<file path="config.mk">
export PLATFORM = sky130hd
export DESIGN_NAME = brt_reload_timer
export DESIGN_NICKNAME = d
export VERILOG_FILES = /design/src/shared/brt_pkg.sv /design/src/design/brt_pin_sampler.sv /design/src/design/brt_reload_timer.sv
export SDC_FILE = /design/constraint.sdc
export NUM_CORES = 1
export LEC_CHECK = 0
export ABC_CLOCK_PERIOD_IN_PS = 3740
export BUFFER_PORTS_ARGS = -buffer_cell sky130_fd_sc_hd__buf_2
export CORE_MARGIN = 5
export CORE_UTILIZATION = 58
export CTS_CLUSTER_DIAMETER = 40
export DETAILED_ROUTE_END_ITERATION = 16
export GPL_TIMING_DRIVEN = 0
export MAX_ROUTING_LAYER = met4
export PLACE_DENSITY = 0.79
export SYNTH_ARGS = -nofsm -noshare
export SYNTH_HDL_FRONTEND = slang
export SYNTH_SLANG_ARGS = --single-unit
</file>
<file path="constraint.sdc">
create_clock -name core_clk -period 3.74 [get_ports core_clk]
set_clock_uncertainty 0.05 [all_clocks]
set_input_delay 0.187 -clock core_clk [delete_from_list [all_inputs] [get_ports core_clk]]
set_output_delay 0.187 -clock core_clk [all_outputs]
set_load 0.02 [all_outputs]
</file>
<file path="src/shared/brt_pkg.sv">
// brt_pkg: register map, field positions and codes of the reload timer
package brt_pkg;
  localparam int AW = 4;
  localparam int DW = 16;
  // register byte addresses
  localparam logic [3:0] ADDR_CTRL  = 4'h0;
  localparam logic [3:0] ADDR_STAT  = 4'h4;
  localparam logic [3:0] ADDR_CYCLE = 4'h8;
  localparam logic [3:0] ADDR_COUNT = 4'hC;
  // timer_control_register fields
  localparam int CTRL_TRIG  = 0;
  localparam int CTRL_RUN   = 1;
  localparam int CTRL_ONE   = 2;
  localparam int CTRL_INV   = 3;
  localparam int CTRL_FN    = 4;
  localparam int CTRL_WIDE  = 7;
  localparam int CTRL_EDGE  = 8;
  localparam int CTRL_CKS   = 12;
  localparam logic [15:0] CTRL_WMASK = 16'h73FE;
  localparam logic [15:0] CTRL_RST   = 16'h0000;
  // status_control_register low byte, control_b high byte
  localparam int STAT_FLAG  = 0;
  localparam int STAT_IE    = 4;
  localparam int STAT_CKSH  = 8;
  localparam int STAT_GATE  = 15;
  localparam logic [15:0] CYCLE_RST = 16'h0000;
  localparam logic [2:0] FN_RELOAD = 3'h3;
  // count clock select codes
  localparam logic [3:0] CKS_D1    = 4'h0;
  localparam logic [3:0] CKS_D4    = 4'h1;
  localparam logic [3:0] CKS_D16   = 4'h2;
  localparam logic [3:0] CKS_D128  = 4'h3;
  localparam logic [3:0] CKS_D256  = 4'h4;
  localparam logic [3:0] CKS_EXTR  = 4'h5;
  localparam logic [3:0] CKS_EXTF  = 4'h6;
  localparam logic [3:0] CKS_EXTB  = 4'h7;
  localparam logic [3:0] CKS_D512  = 4'h8;
  localparam logic [3:0] CKS_D1024 = 4'h9;
  localparam logic [3:0] CKS_D2048 = 4'hA;
  // edge select codes in trigger mode
  localparam logic [1:0] EDGE_OFF  = 2'h0;
  localparam logic [1:0] EDGE_RISE = 2'h1;
  localparam logic [1:0] EDGE_FALL = 2'h2;
  localparam logic [1:0] EDGE_BOTH = 2'h3;
  localparam int PRESC_W = 11;
  typedef enum logic [2:0] {
    BRT_ST_STOP = 3'b001,
    BRT_ST_WAIT = 3'b010,
    BRT_ST_RUN  = 3'b100
  } brt_state_t;
endpackage

</file>
<file path="src/design/brt_pin_sampler.sv">
// brt_pin_sampler: pin delay line with level and edge outputs
`timescale 1ns/1ps
`default_nettype none
module brt_pin_sampler (
  // clock and reset
  input  wire logic core_clk,
  input  wire logic reset,
  // pin side
  input  wire logic pin,
  // sampled outputs
  output wire logic level,
  output wire logic rise,
  output wire logic fall
);
  logic s1_q;
  logic s2_q;
  logic s3_q;

  // three stages give the 2T..3T pin-to-load latency
  always_ff @(posedge core_clk or posedge reset) begin
    if (reset) begin
      s1_q <= 1'b0;
      s2_q <= 1'b0;
      s3_q <= 1'b0;
    end else begin
      s1_q <= pin;
      s2_q <= s1_q;
      s3_q <= s2_q;
    end
  end

  assign level = s2_q;
  assign rise  = s2_q & ~s3_q;
  assign fall  = ~s2_q & s3_q;
endmodule
`default_nettype wire

</file>
<file path="src/design/brt_reload_timer.sv">
// brt_reload_timer: 16-bit reload timer channel with register port
//
// Contract
// reload function plus wide bit chains the channel as 32-bit upper half.
// counter decrements from cycle value once per count clock event.
// one write setting run and soft trigger enables and starts together.
// any start trigger while enabled loads cycle value; soft load after 1T.
// underflow is the wrap from 0x0000; period is cycle value plus one.
// underflow reloads; reload mode continues, one-shot halts holding value.
// underflow sets flag; interrupt only while underflow enable is one.
// trigger mode valid pin edge loads and starts within 2T to 3T.
// gate mode counts only while pin level valid, 2T to 3T latency.
// output toggles per underflow in reload, pulse while counting one-shot.
// invert clear: toggle starts 0, pulse high; set inverts both.
// four-bit select picks machine clock divisor or external edge.
// count clock select acts at once; change only while stopped.
// edge select 00 off, 01 rise, 10 fall, 11 both edges.
// gate level: codes 00 and 10 low, 01 and 11 high.
// soft trigger starts timer whatever the edge select is.
// software changes edge select only while stopped or with enable.
// gate enable bit chooses trigger (0) or gate (1) pin use.
// clearing run enable stops the counter and drives output low.
// in 32-bit mode software writes upper cycle half first.
// after one-shot stop a new trigger restarts the countdown.
//
// Added by the designer: the plain strobed port and the address map.
`timescale 1ns/1ps
`default_nettype none
module brt_reload_timer (
  // clock and reset
  input  wire logic                    core_clk,
  input  wire logic                    reset,
  // register port
  input  wire logic [brt_pkg::AW-1:0]  reg_addr,
  input  wire logic [brt_pkg::DW-1:0]  reg_wdata,
  input  wire logic                    reg_wr,
  input  wire logic                    reg_rd,
  output logic      [brt_pkg::DW-1:0]  reg_rdata,
  // pins
  input  wire logic                    ext_trigger_pin,
  input  wire logic                    ext_clock_pin,
  output logic                         timer_output_pin,
  // channel chaining and interrupt
  input  wire logic                    chain_underflow_in,
  output logic                         chain_underflow_out,
  output logic                         underflow_irq
);
  ////////////////////////////////////////////////////////////////////////
  logic [15:0]         ctrl_q;
  logic [15:0]         ctrl_d;
  logic                gate_q;
  logic                cksh_q;
  logic                ie_q;
  logic                flag_q;
  logic                flag_d;
  logic [15:0]         cycle_q;
  logic [15:0]         cnt_q;
  logic [15:0]         cnt_d;
  logic                tog_q;
  logic                tog_d;
  logic                out_d;
  logic [brt_pkg::PRESC_W-1:0] presc_q;
  logic [brt_pkg::DW-1:0] rdata_d;
  brt_pkg::brt_state_t state_q;
  brt_pkg::brt_state_t state_d;

  wire ctrl_wr_w  = reg_wr && (reg_addr == brt_pkg::ADDR_CTRL);
  wire stat_wr_w  = reg_wr && (reg_addr == brt_pkg::ADDR_STAT);
  wire cycle_wr_w = reg_wr && (reg_addr == brt_pkg::ADDR_CYCLE);

  // field views of the stored and next control words, and state decodes
  wire       run_q   = ctrl_q[brt_pkg::CTRL_RUN];
  wire       one_q   = ctrl_q[brt_pkg::CTRL_ONE];
  wire       inv_q   = ctrl_q[brt_pkg::CTRL_INV];
  wire       wide_q  = ctrl_q[brt_pkg::CTRL_WIDE];
  wire [2:0] fn_q    = ctrl_q[brt_pkg::CTRL_FN +: 3];
  wire [1:0] edge_q  = ctrl_q[brt_pkg::CTRL_EDGE +: 2];
  wire [3:0] cks_w   = {cksh_q, ctrl_q[brt_pkg::CTRL_CKS +: 3]};
  wire       run_d   = ctrl_d[brt_pkg::CTRL_RUN];
  wire       fn_ok_d = ctrl_d[brt_pkg::CTRL_FN +: 3] == brt_pkg::FN_RELOAD;
  wire       st_stop = state_q == brt_pkg::BRT_ST_STOP;
  wire       st_run  = state_q == brt_pkg::BRT_ST_RUN;

  // new settings act at once; software keeps them still while running
  // immediate select
  // write while stopped
  assign ctrl_d = ctrl_wr_w ? (reg_wdata & brt_pkg::CTRL_WMASK) : ctrl_q;

  ////////////////////////////////////////////////////////////////////////
  // pin sampling
  logic trg_lvl;
  logic trg_rise;
  logic trg_fall;
  logic eck_rise;
  logic eck_fall;

  brt_pin_sampler u_trig_pin (
    .core_clk (core_clk),
    .reset    (reset),
    .pin      (ext_trigger_pin),
    .level    (trg_lvl),
    .rise     (trg_rise),
    .fall     (trg_fall)
  );

  brt_pin_sampler u_clk_pin (
    .core_clk (core_clk),
    .reset    (reset),
    .pin      (ext_clock_pin),
    .level    (),
    .rise     (eck_rise),
    .fall     (eck_fall)
  );

  ////////////////////////////////////////////////////////////////////////
  // count clock: free prescaler, taps ANDed so each divisor ticks once
  logic clk_tick;

  // count clock select
  always_comb begin
    clk_tick = 1'b0;
    unique case (cks_w)
      brt_pkg::CKS_D1:    clk_tick = 1'b1;
      brt_pkg::CKS_D4:    clk_tick = &presc_q[1:0];
      brt_pkg::CKS_D16:   clk_tick = &presc_q[3:0];
      brt_pkg::CKS_D128:  clk_tick = &presc_q[6:0];
      brt_pkg::CKS_D256:  clk_tick = &presc_q[7:0];
      brt_pkg::CKS_EXTR:  clk_tick = eck_rise;
      brt_pkg::CKS_EXTF:  clk_tick = eck_fall;
      brt_pkg::CKS_EXTB:  clk_tick = eck_rise | eck_fall;
      brt_pkg::CKS_D512:  clk_tick = &presc_q[8:0];
      brt_pkg::CKS_D1024: clk_tick = &presc_q[9:0];
      brt_pkg::CKS_D2048: clk_tick = &presc_q;
      // prohibited codes never count
      default:            clk_tick = 1'b0;
    endcase
  end

  // chained upper half
  wire cnt_evt = wide_q ? chain_underflow_in : clk_tick;

  ////////////////////////////////////////////////////////////////////////
  // trigger and gate decode
  // gate or trigger
  // gate level
  wire gate_ok = !gate_q || (trg_lvl == edge_q[0]);

  // edge select
  wire ext_edge =
    ((edge_q == brt_pkg::EDGE_RISE) && trg_rise) ||
    ((edge_q == brt_pkg::EDGE_FALL) && trg_fall) ||
    ((edge_q == brt_pkg::EDGE_BOTH) && (trg_rise || trg_fall));

  // edge starts timer
  // restart after halt
  wire ext_start = !gate_q && ext_edge && !st_stop;

  // enable plus trigger
  // soft ignores edge
  wire soft_start = ctrl_wr_w && reg_wdata[brt_pkg::CTRL_RUN] &&
                    reg_wdata[brt_pkg::CTRL_TRIG];

  wire start_w = run_d && fn_ok_d && (soft_start || ext_start);
  wire active  = run_d && fn_ok_d;

  // wrap from zero
  // gated decrement
  wire dec_w   = active && !start_w && st_run && cnt_evt && gate_ok;
  wire uflow_w = dec_w && (cnt_q == 16'h0000);

  ////////////////////////////////////////////////////////////////////////
  // counter state machine
  always_comb begin
    state_d = state_q;
    cnt_d   = cnt_q;
    tog_d   = tog_q;
    if (!active) begin
      // stop on disable
      state_d = brt_pkg::BRT_ST_STOP;
    end else if (start_w) begin
      // load cycle value
      state_d = brt_pkg::BRT_ST_RUN;
      cnt_d   = cycle_q;
      tog_d   = 1'b0;
    end else if (uflow_w) begin
      // reload and continue or halt
      cnt_d   = cycle_q;
      tog_d   = ~tog_q;
      if (one_q) begin
        state_d = brt_pkg::BRT_ST_WAIT;
      end
    end else if (dec_w) begin
      // decrement
      cnt_d = cnt_q - 16'h0001;
    end else if (st_stop) begin
      state_d = brt_pkg::BRT_ST_WAIT;
    end
  end

  // toggle or pulse
  // polarity
  assign out_d = !run_q ? 1'b0 :
                 one_q  ? (st_run ^ inv_q) : (tog_q ^ inv_q);

  // set wins over clear
  assign flag_d = uflow_w |
                  (flag_q & ~(stat_wr_w & ~reg_wdata[brt_pkg::STAT_FLAG]));

  ////////////////////////////////////////////////////////////////////////
  // read mux; unmapped addresses read zero
  always_comb begin
    rdata_d = '0;
    if (reg_rd) begin
      unique case (reg_addr)
        brt_pkg::ADDR_CTRL:  rdata_d = ctrl_q;
        brt_pkg::ADDR_STAT:  rdata_d = {gate_q, 6'h00, cksh_q, 3'h0,
                                        ie_q, 3'h0, flag_q};
        brt_pkg::ADDR_CYCLE: rdata_d = cycle_q;
        brt_pkg::ADDR_COUNT: rdata_d = cnt_q;
        default:             rdata_d = '0;
      endcase
    end
  end

  ////////////////////////////////////////////////////////////////////////
  always_ff @(posedge core_clk or posedge reset) begin
    if (reset) begin
      ctrl_q  <= brt_pkg::CTRL_RST;
      gate_q  <= 1'b0;
      cksh_q  <= 1'b0;
      ie_q    <= 1'b0;
      cycle_q <= brt_pkg::CYCLE_RST;
    end else begin
      ctrl_q <= ctrl_d;
      if (stat_wr_w) begin
        gate_q <= reg_wdata[brt_pkg::STAT_GATE];
        cksh_q <= reg_wdata[brt_pkg::STAT_CKSH];
        ie_q   <= reg_wdata[brt_pkg::STAT_IE];
      end
      if (cycle_wr_w) begin
        cycle_q <= reg_wdata;
      end
    end
  end

  always_ff @(posedge core_clk or posedge reset) begin
    if (reset) begin
      state_q <= brt_pkg::BRT_ST_STOP;
      cnt_q   <= 16'h0000;
      tog_q   <= 1'b0;
      flag_q  <= 1'b0;
      presc_q <= '0;
    end else begin
      state_q <= state_d;
      cnt_q   <= cnt_d;
      tog_q   <= tog_d;
      flag_q  <= flag_d;
      presc_q <= presc_q + brt_pkg::PRESC_W'(1'b1);
    end
  end

  always_ff @(posedge core_clk or posedge reset) begin
    if (reset) begin
      reg_rdata           <= '0;
      timer_output_pin    <= 1'b0;
      chain_underflow_out <= 1'b0;
      underflow_irq       <= 1'b0;
    end else begin
      reg_rdata           <= rdata_d;
      timer_output_pin    <= out_d;
      chain_underflow_out <= uflow_w;
      // masked request
      underflow_irq       <= flag_q & ie_q;
    end
  end
endmodule
`default_nettype wire

</file>
# Word-level counts from Yosys, hierarchy flattened
# Index checks and enable logic that the tools add are counted.
[word_totals] reg_bits=88 word_cells=122
[classes] n_eq_ne=23 n_reduce_logical=40 n_mux=18 bitwise_logic=18 add_sub_neg=2
[ops] cell="$mux W16" count=4
[ops] cell="$pmux W16 S4" count=1
[ops] cell="$eq A4 B3 Y1 const B" count=5
[ops] cell="$eq A4 B4 Y1 const B" count=5
[ops] cell="$mux W3" count=6
[ops] cell="$logic_and A1 B1 Y1" count=17
[ops] cell="$logic_not A16 Y1" count=1
[ops] cell="$sub A16 B1 Y16 const B" count=1
[ops] cell="$add A11 B1 Y11 const B" count=1
[ops] cell="$pmux W1 S11" count=1
[ops] cell="$reduce_and A11 Y1" count=1
[ops] cell="$reduce_and A10 Y1" count=1
[ops] cell="$reduce_and A9 Y1" count=1
[ops] cell="$eq A4 B2 Y1 const B" count=2
[ops] cell="$logic_not A4 Y1" count=2
[ops] cell="$ne A4 B3 Y1 const B" count=2
[ops] cell="$reduce_and A8 Y1" count=1
[ops] cell="$and A1 B1 Y1" count=7
[ops] cell="$mux W7" count=1
[ops] cell="$not A1 Y1" count=7
[ops] cell="$reduce_and A7 Y1" count=1
[ops] cell="$reduce_and A2 Y1" count=3
[ops] cell="$logic_or A1 B1 Y1" count=5
[ops] cell="$mux W1" count=5
[ops] cell="other kinds (15)" count=20

# Longest topological paths before layout
# Gate-level depths: netlist of the first run.
[depth] depth_word=18 mapped_depth=13 mapped_depth_nobuf=11

# Cells and area by module
# From an unflattened synthesis of the first run, not the netlist that was laid out.
[unflattened] cells_unflattened=386 hier_area_um2=4351.7
[modules_own_cells] mod="brt_reload_timer" instances=1 area_per_inst_um2=4164.0 cells_each=374 seq_area_each_um2=2053.2
[modules_own_cells] mod="brt_pin_sampler" instances=2 area_per_inst_um2=93.8 cells_each=6 seq_area_each_um2=75.1

# Worst setup path after synthesis of the first run
# OpenSTA, ideal clock, no wires.
[synth_timing] path_kind="register -> register" from="register cnt_q[8]" to="register cnt_q[15]" t_required_ns=3.564 t_arrival_ns=2.575 stages_incl_launch_ff=10 slack_ns=0.989 path_cell_list="dfrtp_1 > or4_4 > or3_4 > or3_1 > buf_2 > nor3_2 > a31o_2 > buf_2 > nor4_1 > a221o_1"
[synth_between] elab_chain_cells=4
[synth_lines] item="start, declared" line="brt_reload_timer.sv:57" rtl="logic [15:0] cnt_q;"
[synth_lines] item="start signal, assigned" line="brt_reload_timer.sv:255" rtl="cnt_q <= cnt_d;"
[synth_lines] item="$sub A16 B1 Y16 / $logic_not A16 Y1 (equally long branches)" line="brt_reload_timer.sv:194, brt_reload_timer.sv:169"
[synth_lines] item="$mux W16 / $logic_and A1 B1 Y1 (equally long branches)" line="brt_reload_timer.sv:192, brt_reload_timer.sv:169"
[synth_lines] item="$mux W16 / $reduce_bool A3 Y1 (equally long branches)"
[synth_lines] item="$mux W16 / $reduce_and A2 Y1 (equally long branches)"
# Several ways; a longest one is shown, not always the timed one. The select of a mux whose other input is x is not followed.
# A chain may end at the register's enable or synchronous reset.

# Worst setup path after layout of the first run
[layout_timing] from="register presc_q[0] (netlist bit)" to="register cnt_q[0]"
[layout_between] elab_chain_cells=8
[layout_lines] item="start, declared" line="brt_reload_timer.sv:62" rtl="logic [brt_pkg::PRESC_W-1:0] presc_q;"
[layout_lines] item="start signal, assigned" line="brt_reload_timer.sv:258" rtl="presc_q <= presc_q + brt_pkg::PRESC_W'(1'b1);"
[layout_lines] item="$reduce_and A11 Y1, or another cell as far along" line="brt_reload_timer.sv:133" rtl="brt_pkg::CKS_D2048: clk_tick = &presc_q;"
[layout_lines] item="$pmux W1 S11 *" line="brt_reload_timer.sv:122" rtl="unique case (cks_w)"
[layout_lines] item="$mux W1 *" line="brt_reload_timer.sv:140" rtl="wire cnt_evt = wide_q ? chain_underflow_in : clk_tick;"
[layout_lines] item="$logic_and A1 B1 Y1 * (2 in a row)" line="brt_reload_timer.sv:168" rtl="wire dec_w = active && !start_w && st_run && cnt_evt && gate_ok;"
[layout_lines] item="$logic_and A1 B1 Y1" line="brt_reload_timer.sv:169" rtl="wire uflow_w = dec_w && (cnt_q == 16'h0000);"
[layout_lines] item="$reduce_bool A3 Y1 (no source line) / $mux W16 (equally long branches)"
[layout_lines] item="$reduce_and A2 Y1 (no source line) / $mux W16 (equally long branches)"
# Every way passes the cells marked *; elsewhere a longest branch is shown, timed or not.

==> results of run 1 <==
==> metal layers <==
metal	global-route usage (%)	wire length (um)	up-vias
met3	4.93	454	16
met5	-	0	-
met1	30.7	4250	1557
met2	33.7	4440	87
met4	6.99	117	0
li1	-	-	1461
==> worst max path at each step <==
stage          cells after the start               endpoint
3_5_place_dp                      12   cnt_q[0]$_DFFE_PP0P_
6_report                          12   cnt_q[0]$_DFFE_PP0P_
3_3_place_gp                       2  ctrl_q[3]$_DFFE_PP0N_
5_1_grt                           12   cnt_q[0]$_DFFE_PP0P_
2_1_floorplan                      9  cnt_q[15]$_DFFE_PP0P_
4_1_cts                           12   cnt_q[0]$_DFFE_PP0P_
==> layout by cell type, fill, tap and decap left out, drive strengths merged, types with 2 or more instances in the layout <==
cell type	n
nor3	11
o21ai	17
nand4	3
a22oi	13
dlygate4sd3	4
nand2	14
a221o	6
mux4	2
buf	52
nor3b	3
nor2	34
nand2b	2
xor2	6
o2bb2ai	8
a31oi	2
or3	5
nor2b	2
nor4	7
nand3	8
and2	2
mux2i	14
or2	4
and3	3
clkinv	3
ha	8
mux2	44
a21oi	5
nand4b	4
clkbuf	23
xnor2	4
dfrtp	87
inv	20
==> kinds of logic after synthesis <==
group,count (synthesis),share of synthesized area [%]
compound gates,61,10.3
simple gates,108,13.5
mux,60,16.0
buf+inv,39,4.14
xor+xnor,10,2.06
flops,88,51.7
fa+ha+maj,8,2.35
==> state kept, by name, indices dropped and copies added (netlist names), 3 cells and up <==
register and count:
cnt_q 16, ctrl_q 12, cycle_q 16, state_q 3, presc_q 11, reg_rdata 16
==> per-stage QoR <==
stage	area (um2)	worst slack, ps	utilization, %	total power, W
finish	4850	539	67.2	0.00214
global route	4850	198	67.2	0.00224
CTS	4850	539	67.2	0.00215
detailed placement	4630	563	64.2	0.00152
global placement	4600	241	63.7	0.00150
floorplan	4260	989	-	0.00140
==> synthesized netlist by cell type, drive strengths merged (2+ instances only) <==
| cell | instances |
|---|---|
| nor4 | 7 |
| xor2 | 6 |
| a21oi | 5 |
| mux4 | 2 |
| and3 | 3 |
| ha | 8 |
| nand2b | 2 |
| nor3b | 3 |
| o2bb2ai | 8 |
| inv | 20 |
| clkbuf | 11 |
| a31oi | 2 |
| nor2b | 2 |
| mux2 | 44 |
| buf | 8 |
| xnor2 | 4 |
| nand4b | 4 |
| or3 | 5 |
| or2 | 4 |
| and2 | 2 |
| a22oi | 13 |
| nand3 | 8 |
| a221o | 6 |
| dfrtp | 87 |
| o21ai | 17 |
| nand4 | 3 |
| mux2i | 14 |
| nor3 | 11 |
| nor2 | 34 |
| nand2 | 14 |
==> where the power goes <==
group	switching, W	leakage [nW]	total (W)	internal, W
clock	0.000322	0.0941	0.000628	0.000307
sequential	0.0000968	1.14	0.00114	0.00105
combinational	0.000177	1.08	0.000367	0.000189
total	0.000596	2.31	0.00214	0.00154
==> cell type report <==
type | count | area (um2)
plain buffers | 19 | 101
well taps | 99 | 124
clock inverters | 4 | 45.0
fillers | 562 | 2370
flip-flops and latches | 88 | 2200
clock buffers | 12 | 135
multi-input cells | 247 | 1880
repair buffers | 48 | 283
inverters | 20 | 77.6
==> impl_metrics.tcl, run 1 <==
set metrics [dict create \
    status "completed" \
    crit_buf_inv 1 \
    cts.sinks 88 \
    grt.overflow.total 0 \
    ys_ff_latch 88 \
    ys_warn_count 0 \
    first_global_vias 3075 \
    synth.area.top_cells "dfrtp_1 (51%), mux2_2 (12%), mux2i_1 (3.3%), nor2_1 (3.0%), ha_1 (2.4%)" \
    timing.rr.end "cnt_q[0]$_DFFE_PP0P_" \
    crit_type "flip-flop to flip-flop" \
    fmax_mhz 312 \
    slowest_stage "a21oi_1" \
    maxCapViolCount 0 \
    syn_area_um2 4260 \
    cp-end-kind "flip-flop" \
    wirelength_um 9260 \
    hold_violations 0 \
    yosysTopAreaCellShare_pct 51.1 \
    r2r_start "presc_q[0]$_DFF_PP0_" \
    synthesis.instances 374 \
    period_share_pct 85.6 \
    holdPathStages 2 \
    reg2reg_slack_ps 540 \
    dp_cells 517 \
    place_congestion 0.901 \
    ys_async_sr_fraction_pct 100 \
    cp.arrival_ps 3400 \
    finalSetupTns_ps 0 \
    worst_pin_slew_ps 660 \
    syn2layout_area_growth_pct 13.8 \
    worstPathRequired_ps 3940 \
    power.density_nw_per_um2 441 \
    p_leak_nw 2.31 \
    crit_family "compound AO/OA/AOI/OAI gates" \
    synth_area_per_cell_um2 11.4 \
    vias 3121 \
    finalNonFillerCells 537 \
    num_io_pins 46 \
    holdCritPathClass "primary input to flip-flop" \
    startpoint "presc_q[0]$_DFF_PP0_" \
    port_buffers 43 \
    worstPathMaxFanout 10 \
    wire_per_inst_um 17.2 \
    hp-start "reg_wdata[10]" \
    layout-drive-gt1-share_pct 27.2 \
    drt_iter0_markers 206 \
    critical_path.cell_chain "ha_1 -> nand3_1 -> nor2_1 -> ha_1 -> nand4bb_1 -> a21oi_1 -> a221oi_1 -> nand3_1 -> a21oi_1 -> clkbuf_1 -> nor3_1 -> a221o_1" \
    vias_per_cell 5.81 \
    cts_tree "built" \
    final_antenna_net_count 0 \
    rows 31 \
    fin_crit_ps 3200 \
    insertion_delay_ps 360 \
    cp-start-kind "flip-flop" \
    min_to "cycle_q[10]$_DFFE_PP0P_" \
    cts_root_buf "clkbuf_8" \
    ir_drop_v 0.000212 \
    dr.pass1.iters 5 \
    grt_pass1_wl_um 15100 \
    ctsResizeCount 0 \
    max_stage_delay_ps 480 \
    diodes 0 \
    die_w_um 95.7 \
    path_clk_slew_ps 90 \
    grt_usage_pct 22.4 \
    synth_nets 409 \
    rr_worst_depth 12 \
    initial_core_util_pct 59.0 \
    synth_edf_count 0 \
    antenna_found_initial 0 \
    synthDistinctLibCells 53 \
    setup_viol 0 \
    core_um2 7210 \
    slew_headroom_pct 56.0 \
    dieHeight_um 95.7 \
    hpwl_um 6600 \
    die_area_um2 9160 \
    holdWs_ps 15.5 \
    seq_area_frac_synth_pct 51.7 \
    drc_errors 0 \
    yosysTopAreaCell "dfrtp_1" \
    report.final.slew_viol_count 0 \
    cts_buffer_depth 2 \
    grt_start_max_net_pins 62 \
    htreeDepth 3 \
    post_cts_buffers 0 \
    nets 468 \
    rsz0062_at_grt "false" \
    cts_buffers 9 \
    ys.flop_type "dfrtp_1" \
    ctsHoldBuffers 4 \
]
Note: power is estimated with default switching activity, not from simulation.
==> inputs of run 2 (changes only) <==
--- a/config.mk
+++ b/config.mk
@@ -8,12 +8,12 @@
 export ABC_CLOCK_PERIOD_IN_PS = 3740
 export BUFFER_PORTS_ARGS = -buffer_cell sky130_fd_sc_hd__buf_2
 export CORE_MARGIN = 5
-export CORE_UTILIZATION = 58
+export CORE_UTILIZATION = 50
 export CTS_CLUSTER_DIAMETER = 40
 export DETAILED_ROUTE_END_ITERATION = 16
 export GPL_TIMING_DRIVEN = 0
 export MAX_ROUTING_LAYER = met4
-export PLACE_DENSITY = 0.79
+export PLACE_DENSITY = 0.7
 export SYNTH_ARGS = -nofsm -noshare
 export SYNTH_HDL_FRONTEND = slang
 export SYNTH_SLANG_ARGS = --single-unit
==> run 2 against run 1 <==
Against the previous run: routed wire length up 2.8%; maximum frequency is 2.9% lower; sequential share of layout area decreased by 0.51 points; largest cell class unchanged.
==> impl_metrics.tcl, run 2 (same netlist as run 1, synthesis figures left out) <==
set metrics [dict create \
    cts_buffers 9 \
    first_global_vias 3112 \
    grt_usage_pct 20.5 \
    rows 33 \
    clockPowerShare_pct 31.2 \
    dp_cells 523 \
    cts_buffer_depth 2 \
    p_leak_nw 2.32 \
    dieHeight_um 102 \
    cts_root_buf "clkbuf_8" \
    dr.pass1.iters 4 \
    ir_drop_v 0.000246 \
    vias_per_cell 5.59 \
    period_share_pct 88.1 \
    cp-start-kind "flip-flop" \
    post_cts_buffers 0 \
    fmax_mhz 303 \
    grt.overflow.total 0 \
    hpwl_um 6810 \
    crit_family "compound AO/OA/AOI/OAI gates" \
    cp.arrival_ps 3500 \
    ctsHoldBuffers 6 \
    dp_slack_ps 510 \
    setup_ws_ps 444 \
    die_area_um2 10500 \
    fillers 699 \
    crit_buf_inv 1 \
    intPower_w 0.00158 \
    critical_path.cell_chain "ha_1 -> nand3_1 -> nor2_1 -> ha_1 -> nand4bb_1 -> a21oi_1 -> a221oi_1 -> nand3_1 -> a21oi_1 -> clkbuf_1 -> nor3_1 -> a221o_1" \
    p_sw_share_pct 28.0 \
    status "completed" \
    rsz0062_at_grt "false" \
    wire_per_inst_um 17.5 \
    final_common_cell "dfrtp_1" \
    power.density_nw_per_um2 448 \
    reg.largest.list "cnt_q x16, cycle_q x16, reg_rdata x16" \
    postLayoutCellArea_um2 4900 \
    layout-drive-gt1-share_pct 27.5 \
    drt_iter0_markers 138 \
    maxCapViolCount 0 \
    finalSetupTns_ps 0 \
    holdCritPathClass "primary input to flip-flop" \
    most-common-layout-cells "dfrtp_1 (87), buf_2 (45), mux2_2 (44)" \
    place_congestion 0.875 \
    slowest_stage "clkbuf_1" \
    insertion_delay_ps 360 \
    p_switching_w 0.000616 \
    cp-end-kind "flip-flop" \
    dpl_cell_area_um2 4640 \
    worst_pin_slew_ps 684 \
    ctsResizeCount 0 \
    slew_headroom_pct 54.4 \
    worstPathRequired_ps 3940 \
    path_clk_slew_ps 90 \
    grt_start_max_net_pins 68 \
    cts_tree "built" \
    syn2layout_area_growth_pct 15.1 \
    wirelength_um 9520 \
    port_buffers 43 \
    die_w_um 102 \
    seqPwrFrac_pct 51.9 \
    cts.sinks 88 \
    worstPathMaxFanout 10 \
    initial_core_util_pct 51.6 \
    vias 3047 \
    setup_viol 0 \
    antenna_found_initial 0 \
    diodes 0 \
    htreeDepth 3 \
    final_antenna_net_count 0 \
    grt_pass1_wl_um 15800 \
    finalNonFillerCells 545 \
    max_stage_delay_ps 500 \
    hold_violations 0 \
    combPwrFrac_pct 16.9 \
    crit_type "flip-flop to flip-flop" \
    fin_crit_ps 3300 \
    num_io_pins 46 \
    drc_errors 0 \
    core_um2 8260 \
    nets 470 \
    report.final.slew_viol_count 0 \
]
## run 2: changes by cell type in the layout (fill, tap and decap cells not counted)
cell / delta
clkinv_2: -3
clkinvlp_4: +3
clkbuf_1: -2
clkbuf_8: +2
dlygate4sd3_1: +2
## run 2: through the flow
| step | hold WS [ps] | utilization [%] | total power [W] |
|---|---|---|---|
| 2_1_floorplan | 168 | - | 0.00140 |
| 3_3_place_gp | 246 | 55.8 | 0.00150 |
| 3_5_place_dp | 120 | 56.1 | 0.00152 |
| 4_1_cts | 5.62 | 59.4 | 0.00221 |
| 5_1_grt | 11.2 | 59.4 | 0.00231 |
| 6_report | 23.0 | 59.4 | 0.00220 |
## run 2: metal layers
layer | wire, um | global-route usage (%) | vias to the layer above
li1 | - | - | 1467
met3 | 407 | 4.64 | 12
met2 | 4560 | 31.1 | 59
met1 | 4370 | 27.4 | 1509
met4 | 176 | 6.56 | 0
met5 | 0 | - | -
## run 2: area by class of cell
type,instances,area (um2),area share [%]
Sequential cell,88,2200,44.9
Multi-Input combinational cell,247,1880,38.3
Timing Repair Buffer,50,303,6.18
Clock buffer,12,155,3.16
Tap cell,105,131,2.68
Buffer,19,101,2.07
Inverter,20,77.6,1.58
Clock inverter,4,52.6,1.07
## run 2: power groups by stage
stage | logic (W) | registers (W) | clock network (W)
global route | 0.000414 | 0.00115 | 0.000745
finish | 0.000372 | 0.00114 | 0.000686
floorplan | 0.000276 | 0.00113 | 0
global placement | 0.000351 | 0.00115 | 0
detailed placement | 0.000366 | 0.00116 | 0
CTS | 0.000373 | 0.00114 | 0.000704
## run 2: worst paths after layout
check | start | end | slack [ps] | cells after the start
max reg2reg | presc_q[0]$_DFF_PP0_ | cnt_q[0]$_DFFE_PP0P_ | 440 | 12
min | reg_wdata[2] | cycle_q[2]$_DFFE_PP0P_ | 20 | 2
max | presc_q[0]$_DFF_PP0_ | cnt_q[0]$_DFFE_PP0P_ | 440 | 12
min in group asynchronous | reset | cnt_q[12]$_DFFE_PP0P_ | 270 | 3
max in group asynchronous | reset | state_q[0]$_DFFE_PP1P_ | 2720 | 4
min reg2reg | u_clk_pin.s1_q$_DFF_PP0_ | u_clk_pin.level$_DFF_PP0_ | 300 | 0
==> inputs of run 3 (changes only) <==
--- a/config.mk
+++ b/config.mk
@@ -7,13 +7,15 @@
 export LEC_CHECK = 0
 export ABC_CLOCK_PERIOD_IN_PS = 3740
 export BUFFER_PORTS_ARGS = -buffer_cell sky130_fd_sc_hd__buf_2
+export CELL_PAD_IN_SITES_DETAIL_PLACEMENT = 1
+export CELL_PAD_IN_SITES_GLOBAL_PLACEMENT = 1
 export CORE_MARGIN = 5
-export CORE_UTILIZATION = 50
+export CORE_UTILIZATION = 47
 export CTS_CLUSTER_DIAMETER = 40
 export DETAILED_ROUTE_END_ITERATION = 16
 export GPL_TIMING_DRIVEN = 0
 export MAX_ROUTING_LAYER = met4
-export PLACE_DENSITY = 0.7
+export PLACE_DENSITY_LB_ADDON = 0.1
 export SYNTH_ARGS = -nofsm -noshare
 export SYNTH_HDL_FRONTEND = slang
 export SYNTH_SLANG_ARGS = --single-unit
==> run 3 against run 2 <==
Against the previous run: critical path depth did not move; clock power fell by 1%; via count rose by 5.9%; register-to-register slack is essentially flat; power increased by 0.31%; cell count up 0.37%; sequential share of layout area grew 0.15 points; clock-buffer cell count fell by 1.
==> impl_metrics.tcl, run 3 (same netlist as run 1, synthesis figures left out) <==
set metrics [dict create \
    slowest_stage "a21oi_1" \
    grt.overflow.total 0 \
    power.density_nw_per_um2 451 \
    cp.arrival_ps 3520 \
    ir_drop_v 0.000292 \
    grt_usage_pct 21.4 \
    ctsResizeCount 0 \
    finalSetupTns_ps 0 \
    die_w_um 105 \
    p_leak_nw 2.32 \
    layout-drive-gt1-share_pct 27.6 \
    drt_iter0_markers 69 \
    cp-end-kind "flip-flop" \
    port_buffers 43 \
    path_clk_slew_ps 100 \
    fin_crit_ps 3310 \
    most-common-layout-cells "dfrtp_1 (87), buf_2 (45), mux2_2 (44)" \
    diodes 0 \
    wire_per_inst_um 20.1 \
    r2r_start "presc_q[0]$_DFF_PP0_" \
    drc_errors 0 \
    cts_buffer_depth 2 \
    reg2reg_slack_ps 430 \
    critPathCapture "cnt_q[0]$_DFFE_PP0P_" \
    grt_start_max_net_pins 59 \
    cts_root_buf "clkbuf_8" \
    antenna_found_initial 0 \
    crit_family "compound AO/OA/AOI/OAI gates" \
    num_io_pins 46 \
    fin_util_pct 55.8 \
    max_stage_delay_ps 520 \
    report.final.slew_viol_count 0 \
    dr.pass1.iters 5 \
    reg.largest.list "cnt_q x16, cycle_q x16, reg_rdata x16" \
    fmax_mhz 302 \
    worstPathRequired_ps 3950 \
    cp_num_cells 12 \
    cts_tree "built" \
    vias 3227 \
    worst_pin_slew_ps 681 \
    setup_viol 0 \
    cts_buffers 9 \
    syn2layout_area_growth_pct 14.7 \
    first_global_vias 3473 \
    cts.sinks 88 \
    timing.rr.end "cnt_q[0]$_DFFE_PP0P_" \
    htreeDepth 3 \
    slew_headroom_pct 54.6 \
    nets 469 \
    period_share_pct 88.4 \
    hpwl_um 8080 \
    holdCritPathClass "primary input to flip-flop" \
    hold_violations 0 \
    maxCapViolCount 0 \
    startpoint "presc_q[0]$_DFF_PP0_" \
    core_um2 8760 \
    rr_worst_depth 12 \
    dieHeight_um 105 \
    final_common_cell "dfrtp_1" \
    grt_pass1_wl_um 18400 \
    status "completed" \
    initial_core_util_pct 48.6 \
    setup_ws_ps 432 \
    rsz0062_at_grt "false" \
    critical_path.cell_chain "ha_1 -> nand3_1 -> nor2_1 -> ha_1 -> nand4bb_1 -> a21oi_1 -> a221oi_1 -> nand3_1 -> a21oi_1 -> clkbuf_1 -> nor3_1 -> a221o_1" \
    crit_type "flip-flop to flip-flop" \
    rows 34 \
    die_area_um2 11100 \
    insertion_delay_ps 370 \
    dp_slack_ps 433 \
    place_congestion 0.807 \
    wirelength_um 11000 \
    cp-start-kind "flip-flop" \
    post_cts_buffers 0 \
    crit_buf_inv 1 \
    ctsHoldBuffers 5 \
    vias_per_cell 5.90 \
    final_antenna_net_count 0 \
    worstPathMaxFanout 10 \
]
-- run 3: metrics by stage --
stage / power, W / instance area [um2] / cells / hold slack [ps]
after global placement: 0.00151 / 4610 / 525 / 246
after CTS: 0.00222 / 4890 / 547 / 6.52
after detailed placement: 0.00154 / 4640 / 526 / 176
final: 0.00220 / 4890 / 547 / 11.5
after floorplan: 0.00140 / 4260 / 374 / 168
after global routing: 0.00231 / 4890 / 547 / 11.9
-- run 3: layout make-up --
cell class / count / area (um2)
Buffer: 19 / 101
Clock buffer: 11 / 141
Clock inverter: 5 / 56.3
Fill cell: 943 / 3880
Inverter: 20 / 77.6
Multi-Input combinational cell: 247 / 1880
Sequential cell: 88 / 2200
Tap cell: 108 / 135
Timing Repair Buffer: 49 / 293
-- run 3: layer usage --
layer	wire (um)	track usage [%]
met1	5020	28.8
met2	5490	33.9
met4	159	6.58
met3	329	2.53
met5	0	-
-- run 3: worst min path at each step --
stage | slack [ps] | endpoint | depth (start not counted) | start
floorplan | 170 | u_clk_pin.s1_q$_DFF_PP0_ | 0 | ext_clock_pin
global placement | 250 | u_trig_pin.s1_q$_DFF_PP0_ | 1 | ext_trigger_pin
detailed placement | 180 | cycle_q[13]$_DFFE_PP0P_ | 2 | reset
CTS | 7 | ctrl_q[3]$_DFFE_PP0N_ | 2 | reg_wdata[3]
global route | 10 | ctrl_q[3]$_DFFE_PP0N_ | 2 | reg_wdata[3]
finish | 10 | ctrl_q[3]$_DFFE_PP0N_ | 2 | reg_wdata[3]
-- run 3: power by group --
part | switching, W | internal [W]
registers | 0.000104 | 0.00105
logic | 0.000187 | 0.000190
clock network | 0.000351 | 0.000327
total | 0.000642 | 0.00156
